--- config.mk ---
export PLATFORM = sky130hd
export DESIGN_NAME = clrp_rx
export DESIGN_NICKNAME = d
export VERILOG_FILES = /design/src/clrp_pkg.sv /design/src/clrp_lane.sv /design/src/clrp_rx.sv
export SDC_FILE = /design/constraint.sdc
export NUM_CORES = 1
export LEC_CHECK = 0
export BUFFER_PORTS_ARGS = -buffer_cell sky130_fd_sc_hd__buf_2
export CELL_PAD_IN_SITES_DETAIL_PLACEMENT = 0
export CELL_PAD_IN_SITES_GLOBAL_PLACEMENT = 2
export CORE_AREA = 3 3 301 303
export CTS_BUF_LIST = sky130_fd_sc_hd__clkbuf_2 sky130_fd_sc_hd__clkbuf_4 sky130_fd_sc_hd__clkbuf_8
export DETAILED_ROUTE_END_ITERATION = 7
export DIE_AREA = 0 0 304 306
export PLACE_DENSITY_LB_ADDON = 0.25
export SYNTH_ARGS = -nofsm -noshare
export SYNTH_HDL_FRONTEND = slang
export SYNTH_SLANG_ARGS = --single-unit
export TNS_END_PERCENT = 5
--- constraint.sdc ---
create_clock -name clock -period 2.7 [get_ports clock]
set_input_delay 0.405 -clock clock [delete_from_list [all_inputs] [get_ports clock]]
set_output_delay 0.405 -clock clock [all_outputs]
set_load 0.02 [all_outputs]
--- src/clrp_pkg.sv ---
/*
 * Constants and types shared by the converter link receive ports block.
 * Assumes a single 250 MHz core clock and fixed lane count.
 */
package clrp_pkg;
	// ==========================================================
	// Structure
	localparam int LANES = 4;
	localparam int WORD_66 = 64;
	localparam int WORD_8B = 32;
	localparam int HDR_W = 2;
	localparam int BYTES_8B = 4;
	localparam int CMD_W = 19;
	localparam int CRC_CMD_W = 7;
	localparam int BLOCKS_PER_MB = 32;
	localparam int MB_PER_EMB = 4;
	localparam int MB_CNT_W = 5;
	localparam int EMB_CNT_W = 2;
	// ==========================================================
	// Timing
	localparam int CLOCK_MHZ = 250;
	localparam int LINE_DIV_66 = 66;
	localparam int LINE_DIV_8B = 40;
	localparam int COMMA_GOOD_WORDS = 4;
	localparam int COMMA_CNT_W = 3;
	// ==========================================================
	// Sync header and comma codes
	localparam logic [1:0] HDR_DATA = 2'h1;
	localparam logic [1:0] HDR_CTRL = 2'h2;
	localparam logic [7:0] K28_5 = 8'hBC;
	// ==========================================================
	// Reset values
	localparam logic [MB_CNT_W-1:0] BLK_RST = 5'h00;
	localparam logic [EMB_CNT_W-1:0] EMB_RST = 2'h0;
	// ==========================================================
	// Types
	typedef enum logic {CLRP_CODING_66, CLRP_CODING_8B} clrp_coding_e;
	typedef enum logic {CLRP_META_CRC, CLRP_META_CMD} clrp_meta_e;
	typedef enum logic [1:0] {CLRP_SYNC_WAIT, CLRP_SYNC_COUNT, CLRP_SYNC_READY} clrp_sync_e;
endpackage

--- src/clrp_lane.sv ---
/*
 * Per-lane decode: error folding and command payload extraction.
 * Assumes PHY inputs synchronous to the core clock.
 */
`timescale 1ns/1ps
module clrp_lane
	import clrp_pkg::*;
(
	input wire logic [WORD_66-1:0] phy_lane_word_in,
	input wire logic [HDR_W-1:0] phy_lane_sync_header,
	input wire logic [BYTES_8B-1:0] phy_control_char_flags,
	input wire logic [BYTES_8B-1:0] phy_disparity_error_flags,
	input wire logic [BYTES_8B-1:0] phy_invalid_code_flags,
	input wire clrp_meta_e meta_mode,
	input wire logic [CMD_W-1:0] cmd_raw,
	output logic [BYTES_8B-1:0] byte_err,
	output logic hdr_bad,
	output logic comma_seen,
	output logic [CMD_W-1:0] cmd_word
);
	// ==========================================================
	// Folding
	always_comb begin
		byte_err = phy_disparity_error_flags | phy_invalid_code_flags;
		hdr_bad = (phy_lane_sync_header != HDR_DATA) && (phy_lane_sync_header != HDR_CTRL);
		comma_seen = phy_control_char_flags[0] && (phy_lane_word_in[7:0] == K28_5);
		if (meta_mode == CLRP_META_CRC) begin
			cmd_word = {{(CMD_W-CRC_CMD_W){1'b0}}, cmd_raw[CRC_CMD_W-1:0]};
		end else begin
			cmd_word = cmd_raw;
		end
	end
endmodule

--- src/clrp_rx.sv ---
/*
 * Receive ports of the converter link: lane data, block markers, error
 * flags, command stream and sync request. Assumes PHY inputs, sysref and
 * user ready are synchronous to clock.
 */
`timescale 1ns/1ps
// Operation
// - Subclass 1: sysref pulse sets phase of local extended multi-block clock.
// - 8B10B: sync request low until comma alignment, then high.
// - Sync request driven only in 8B10B; held high otherwise.
// - 64B66B: 64 bits per lane, lanes concatenated on the data stream.
// - Start marker high the cycle before the first word of an extended multi-block.
// - Extended error flag on last block when alignment error seen.
// - Integrity flag on last block when CRC or FEC error in multi-block.
// - CRC meta mode: payload bits 6:0, upper bits zero.
// - Command meta mode: all 19 bits are payload.
// - Command valid for exactly one cycle per multi-block in 64B66B; never raised in 8B10B.
// - Stream reset output active low, held while core in reset.
// - Core clock is line rate over 66 or 40.
// - Core reset asynchronous; all core logic cleared by it.
module clrp_rx
	import clrp_pkg::*;
(
	input wire logic clock,
	input wire logic rst_b,
	input wire clrp_pkg::clrp_coding_e coding,
	input wire clrp_pkg::clrp_meta_e meta_mode,
	input wire logic subclass1,
	input wire logic sysref,
	input wire logic [LANES*clrp_pkg::WORD_66-1:0] phy_lane_word_in,
	input wire logic [LANES*clrp_pkg::HDR_W-1:0] phy_lane_sync_header,
	input wire logic [LANES-1:0] phy_header_misaligned,
	input wire logic [LANES-1:0] phy_block_locked,
	input wire logic [LANES*clrp_pkg::BYTES_8B-1:0] phy_control_char_flags,
	input wire logic [LANES*clrp_pkg::BYTES_8B-1:0] phy_disparity_error_flags,
	input wire logic [LANES*clrp_pkg::BYTES_8B-1:0] phy_invalid_code_flags,
	input wire logic [LANES-1:0] phy_fec_uncorrectable,
	input wire logic [LANES-1:0] phy_crc_mismatch,
	input wire logic [LANES*clrp_pkg::CMD_W-1:0] phy_cmd_raw,
	input wire logic rx_cmd_tready,
	output logic rx_aresetn,
	output logic [LANES*clrp_pkg::WORD_66-1:0] rx_tdata,
	output logic rx_tvalid,
	output logic rx_soemb,
	output logic rx_emb_err,
	output logic rx_crc_err,
	output logic [LANES*clrp_pkg::BYTES_8B-1:0] rx_byte_err,
	output logic [LANES*clrp_pkg::CMD_W-1:0] rx_cmd_tdata,
	output logic rx_cmd_tvalid,
	output logic rx_sync
);
	import clrp_pkg::*;

	// ==========================================================
	// Per-lane decode
	logic [LANES*BYTES_8B-1:0] byte_err;
	logic [LANES-1:0] hdr_bad;
	logic [LANES-1:0] comma_seen;
	logic [LANES*CMD_W-1:0] cmd_word;

	genvar g;
	generate
		for (g = 0; g < LANES; g++) begin : lane
			clrp_lane u_lane (
				.phy_lane_word_in(phy_lane_word_in[g*WORD_66 +: WORD_66]),
				.phy_lane_sync_header(phy_lane_sync_header[g*HDR_W +: HDR_W]),
				.phy_control_char_flags(phy_control_char_flags[g*BYTES_8B +: BYTES_8B]),
				.phy_disparity_error_flags(phy_disparity_error_flags[g*BYTES_8B +: BYTES_8B]),
				.phy_invalid_code_flags(phy_invalid_code_flags[g*BYTES_8B +: BYTES_8B]),
				.meta_mode(meta_mode),
				.cmd_raw(phy_cmd_raw[g*CMD_W +: CMD_W]),
				.byte_err(byte_err[g*BYTES_8B +: BYTES_8B]),
				.hdr_bad(hdr_bad[g]),
				.comma_seen(comma_seen[g]),
				.cmd_word(cmd_word[g*CMD_W +: CMD_W])
			);
		end
	endgenerate

	function automatic logic last_of(input logic [MB_CNT_W-1:0] c);
		return c == MB_CNT_W'(BLOCKS_PER_MB - 1);
	endfunction

	// ==========================================================
	// Block and multi-block counters
	logic [MB_CNT_W-1:0] blk_cnt, next_blk_cnt;
	logic [EMB_CNT_W-1:0] mb_cnt, next_mb_cnt;
	logic mb_err, next_mb_err;
	logic emb_err, next_emb_err;
	logic locked;
	logic emb_fault;
	logic mb_last;
	logic emb_last;
	logic emb_first_next;

	always_comb begin
		locked = &phy_block_locked;
		emb_fault = |(phy_header_misaligned | hdr_bad) || !locked;
		mb_last = last_of(blk_cnt);
		emb_last = mb_last && (mb_cnt == EMB_CNT_W'(MB_PER_EMB - 1));
		next_blk_cnt = blk_cnt + MB_CNT_W'(1);
		next_mb_cnt = mb_last ? mb_cnt + EMB_CNT_W'(1) : mb_cnt;
		if (subclass1 && sysref) begin
			next_blk_cnt = BLK_RST;
			next_mb_cnt = EMB_RST;
		end
		// Word after this one opens an extended multi-block
		emb_first_next = (next_blk_cnt == BLK_RST) && (next_mb_cnt == EMB_RST);
		next_mb_err = mb_last ? 1'b0 : mb_err;
		if (|(phy_crc_mismatch | phy_fec_uncorrectable)) begin
			next_mb_err = mb_last ? 1'b0 : 1'b1;
		end
		next_emb_err = emb_last ? 1'b0 : emb_err;
		if (emb_fault) begin
			next_emb_err = emb_last ? 1'b0 : 1'b1;
		end
	end

	always_ff @(posedge clock or negedge rst_b) begin
		if (!rst_b) begin
			blk_cnt <= BLK_RST;
			mb_cnt <= EMB_RST;
			mb_err <= 1'b0;
			emb_err <= 1'b0;
		end else begin
			blk_cnt <= next_blk_cnt;
			mb_cnt <= next_mb_cnt;
			mb_err <= next_mb_err;
			emb_err <= next_emb_err;
		end
	end

	// ==========================================================
	// Comma alignment and sync request
	clrp_sync_e sync_st, next_sync_st;
	logic [COMMA_CNT_W-1:0] comma_cnt, next_comma_cnt;

	always_comb begin
		next_sync_st = sync_st;
		next_comma_cnt = comma_cnt;
		unique case (sync_st)
			CLRP_SYNC_WAIT: begin
				next_comma_cnt = '0;
				if (&comma_seen) begin
					next_sync_st = CLRP_SYNC_COUNT;
				end
			end
			CLRP_SYNC_COUNT: begin
				if (!(&comma_seen) || |byte_err) begin
					next_sync_st = CLRP_SYNC_WAIT;
				end else if (comma_cnt == COMMA_CNT_W'(COMMA_GOOD_WORDS - 1)) begin
					next_sync_st = CLRP_SYNC_READY;
				end else begin
					next_comma_cnt = comma_cnt + COMMA_CNT_W'(1);
				end
			end
			CLRP_SYNC_READY: begin
				if (coding != CLRP_CODING_8B) begin
					next_sync_st = CLRP_SYNC_WAIT;
				end
			end
			default: next_sync_st = CLRP_SYNC_WAIT;
		endcase
		if (coding != CLRP_CODING_8B) begin
			next_sync_st = CLRP_SYNC_WAIT;
		end
	end

	always_ff @(posedge clock or negedge rst_b) begin
		if (!rst_b) begin
			sync_st <= CLRP_SYNC_WAIT;
			comma_cnt <= '0;
		end else begin
			sync_st <= next_sync_st;
			comma_cnt <= next_comma_cnt;
		end
	end

	// ==========================================================
	// Output registers
	logic [LANES*WORD_66-1:0] next_tdata;
	logic [LANES*BYTES_8B-1:0] next_byte_err;
	logic next_soemb, next_emb_err_o, next_crc_err, next_cmd_tvalid, next_sync;
	logic [LANES*CMD_W-1:0] next_cmd_tdata;
	logic is66;

	always_comb begin
		is66 = coding == CLRP_CODING_66;
		next_tdata = phy_lane_word_in;
		if (!is66) begin
			for (int i = 0; i < LANES; i++) begin
				next_tdata[i*WORD_66 +: WORD_66] =
					{{(WORD_66-WORD_8B){1'b0}}, phy_lane_word_in[i*WORD_66 +: WORD_8B]};
			end
		end
		next_byte_err = is66 ? '0 : byte_err;
		next_soemb = is66 && emb_first_next;
		next_emb_err_o = is66 && emb_last && (emb_err || emb_fault);
		next_crc_err = is66 && mb_last && (mb_err || |(phy_crc_mismatch | phy_fec_uncorrectable));
		next_cmd_tvalid = is66 && mb_last;
		next_cmd_tdata = mb_last ? cmd_word : rx_cmd_tdata;
		next_sync = is66 || (next_sync_st == CLRP_SYNC_READY);
	end

	always_ff @(posedge clock or negedge rst_b) begin
		if (!rst_b) begin
			rx_aresetn <= 1'b0;
			rx_tdata <= '0;
			rx_tvalid <= 1'b0;
			rx_soemb <= 1'b0;
			rx_emb_err <= 1'b0;
			rx_crc_err <= 1'b0;
			rx_byte_err <= '0;
			rx_cmd_tdata <= '0;
			rx_cmd_tvalid <= 1'b0;
			rx_sync <= 1'b0;
		end else begin
			rx_aresetn <= 1'b1;
			rx_tdata <= next_tdata;
			rx_tvalid <= is66 ? locked : (sync_st == CLRP_SYNC_READY);
			rx_soemb <= next_soemb;
			rx_emb_err <= next_emb_err_o;
			rx_crc_err <= next_crc_err;
			rx_byte_err <= next_byte_err;
			rx_cmd_tdata <= next_cmd_tdata;
			rx_cmd_tvalid <= next_cmd_tvalid;
			rx_sync <= next_sync;
		end
	end
endmodule

==> summary.md <==
| Metric | Value |
|---|---|
| Total CTS buffers | 74 |
| RR Startpoint | blk_cnt[0] |
| CTS tree | yes |
| Met3 global-route usage | 4.21% |
| Gr busiest metal | met2 |
| Clock tree buffer depth | 3 |
| Hold Path Class | in2reg |
| Final WS setup | 712 ps |
| Core Footprint | 88200 um2 |
| TNS Setup | 0 ps |
| Total clock sinks | 369 |
| Total congestion overflow | 0 |
| R2r worst-path depth | 8 |
| Synth Net Count | 1230 |
| Clk root buf | clkbuf_8 |
| # nets final | 2413 |
| Num ports | 766 |
| PD cells | 599 nW/um2 |
| Via-to-Cell Ratio | 3.34 |
| Critical path type | in2reg |
| Most used flip-flop cell after synthesis | dfrtp_1 |
| Routed Antenna Nets | 0 |
| Grt met1 use | 11.0% |
| Post-CTS Resized | 0 |
| Floorplan die height | 306 um |
| CP Launch Type | input pin |
| Post-route DRC | 0 |
| Final hold slack | 187 ps |
| Peak supply drop | 0.363 mV |
| Global-route wire length before repair | 75.4 mm |
| Hold Fails Final Rpt | 0 |
| Via count | 10700 |
| Worst slack, placed | 509 ps |
| Latest clock arrival within the worst-skew pair | 680 ps |
| Row cnt | 109 |
| Fin crit period | 1990 ps |
| Worst stage delay on the critical path | 540 ps |
| Seq/Total Area, Yosys | 77.6% |
| Mapped Avg Cell Area | 14.6 um2 |
| Synthesized cell area | 11900 um2 |
| Worst-Margin Slew | 717 ps |
| Slew Limit Headroom | 52.2% |
| Reg clk slew, reported paths | 60 ps |
| CP Cell Sequence | dlygate4sd3_1, buf_2, nor4bb_1, nand3_1, nor4_4, buf_4, a21oi_1, a221o_1 |
| RSZ-0062 raised after global routing | no |
| Power, Total | 13.4 mW |
| Total Wirelength | 50.5 mm |
| Synth-to-Final Area Change | 88.4% |
| WP data required | 3250 ps |
| WL per Instance | 15.7 um |
| Layout cell share with drive strength beyond 1 | 45.6% |
| Die Area | 93000 um2 |
| WHS Endpoint | rx_sync |
| Reg2reg setup slack | 730 ps |
| H-tree depth | 3 |
| Share of the synthesized area in the top cell type | 77.6% |
| Register area | 9230 um2 |
| Status | finished, final reports clean |
| R2R Path End | rx_soemb |
| Final setup viols | 0 |
| Multi-input logic area | 2330 um2 |
| Die width | 304 um |
| GRT Total Usage | 10.7% |
| # fillers | 9470 |
| Initial Util | 13.5% |
| Initial antenna violation count | 4 |
| Ys Warns | 0 |
| Slowest cell on crit path | dlygate4sd3_1 |
| Max frequency | 0.503 GHz |
| Max-slew violation count | 0 |
| Iteration count of the initial detailed-routing pass | 4 |
| Post-DP HPWL | 38.0 mm |
| CP max FO | 6 |
| Asr flop ratio synth | 100% |
| MaxCap Viol Count | 0 |
| Yosys reg bits | 369 |
| Tcrit/Tclk final | 73.6% |
| DP Area | 17200 um2 |
| Post-synth EDFFs | 0 |
| Worst Skew | 33.6 ps |
| Met2 GRT Util | 19.6% |
| Cells after Synth | 814 |
| LEAKAGE | 11.2 nW |
| Design area | 22400 um2 |
| Number of DRC markers in iteration 0 | 292 |
| Crit end category | flip-flop |
| Number of port buffers | 752 |
| Vias in the first global route | 12200 |
| GP Congestion | 0.782 |
| Hold path start | coding |
| Largest cells by area after synthesis | dfrtp_1 (78%), nor2b_1 (6.9%), mux2_2 (2.7%), o21ai_0 (2.1%), inv_1 (1.6%) |
| WHS Path Cells | 2 |
| Cell variety after synth | 38 |
| CTS Hold Bufs | 369 |
| Top cell type by total area after synthesis | dfrtp_1 |
| Crit path arrival time | 2540 ps |
| Post-CTS setup buffers | 0 |
| Largest net degree at the start of global routing | 78 |
==> per-layer routing <==
metal,vias to the layer above,part of all wire (%)
met5,-,0.014
met4,2,3.1
met3,91,8.0
met2,458,53
met1,5160,36
li1,5005,-
==> state kept, by name, indices dropped and copies added, names as in the netlist, 2 cells and up <==
name,cells
rx_tdata,256
rx_cmd_tdata,76
rx_byte_err,16
blk_cnt,5
comma_cnt,3
mb_cnt,2
sync_st,2
==> how the worst max path moves through the flow <==
| stage | startpoint | end | slack [ps] | cells past startpoint |
|---|---|---|---|---|
| finish | phy_lane_word_in[6] | comma_cnt[1] | 710 | 8 |
| floorplan | blk_cnt[0] | rx_cmd_tdata[67] | 760 | 9 |
| detailed placement | phy_header_misaligned[3] | rx_emb_err | 510 | 6 |
| global route | blk_cnt[0] | rx_cmd_tdata[55] | 590 | 6 |
| CTS | emb_err | rx_emb_err | 660 | 5 |
| global placement | phy_header_misaligned[3] | rx_emb_err | 510 | 6 |
==> placed cells by master, fill, tap and decap left out, types with 5 or more instances in the layout <==
master | synthesis | routed
nand3_1 | 35 | 35
nand2_1 | 27 | 27
buf_12 | 0 | 6
buf_4 | 0 | 16
inv_1 | 50 | 50
dlygate4sd3_1 | 0 | 369
dfrtp_1 | 369 | 369
mux2_2 | 28 | 28
nand4_1 | 8 | 8
buf_2 | 4 | 750
o21ai_0 | 49 | 49
nor2b_1 | 132 | 132
nor4_1 | 12 | 12
clkinv_2 | 0 | 5
nor2_1 | 10 | 10
clkbuf_4 | 0 | 19
clkbuf_8 | 1 | 90
o21a_1 | 16 | 16
==> where the power goes <==
part,switching (mW),leakage (nW),internal [mW],total [mW]
sequential,0.0861,4.42,5.80,5.89
clock,2.50,0.787,3.27,5.78
combinational,0.915,5.97,0.852,1.77
total,3.50,11.2,9.93,13.4
==> final cells by class <==
class                   instances  area share, %
inverters                      50          0.837
clock inverters                13          0.469
well taps                    1165           6.50
clock buffers                 109           6.16
diodes                          2         0.0223
repair buffers               1143           34.4
multi-input cells             359           10.4
flip-flops and latches        369           41.2
==> worst max-delay path: cells and delay by family <==
family          cells  cell delay, ps
buf+inv             3             900
simple gates        3             880
compound gates      2             350
==> cells by family after synthesis <==
group	count (synthesis)	share of synthesized area, %
adders and majority gates	5	0.526
DFF	369	77.6
and+or+nand+nor	245	12.2
xor gates and xnor gates	7	0.515
other	1	0.0315
buffers and inverters	86	2.90
AOI/OAI and AO/OA	72	3.47
muxes	29	2.74
==> stage by stage <==
stage          instances  utilization [%]
4_1_cts             3208             25.4
3_5_place_dp        2717             19.5
3_3_place_gp        2717             19.5
5_1_grt             3210             25.4
6_report            3210             25.4
2_1_floorplan        814                -
==> synth_stat cells (2+ instances only) <==
cell type,instances
a21oi_1,4
a221o_1,2
and2_1,2
and3b_1,2
and4b_2,2
and4bb_2,2
buf_1,2
buf_2,4
clkbuf_1,28
dfrtp_1,369
ha_1,5
inv_1,50
mux2_2,28
nand2_1,27
nand3_1,35
nand4_1,8
nor2_1,10
nor2b_1,132
nor3_1,4
nor4_1,12
o21a_1,16
o21ai_0,49
xnor2_1,4
xor2_1,3
(Power assumes the default switching activity.)
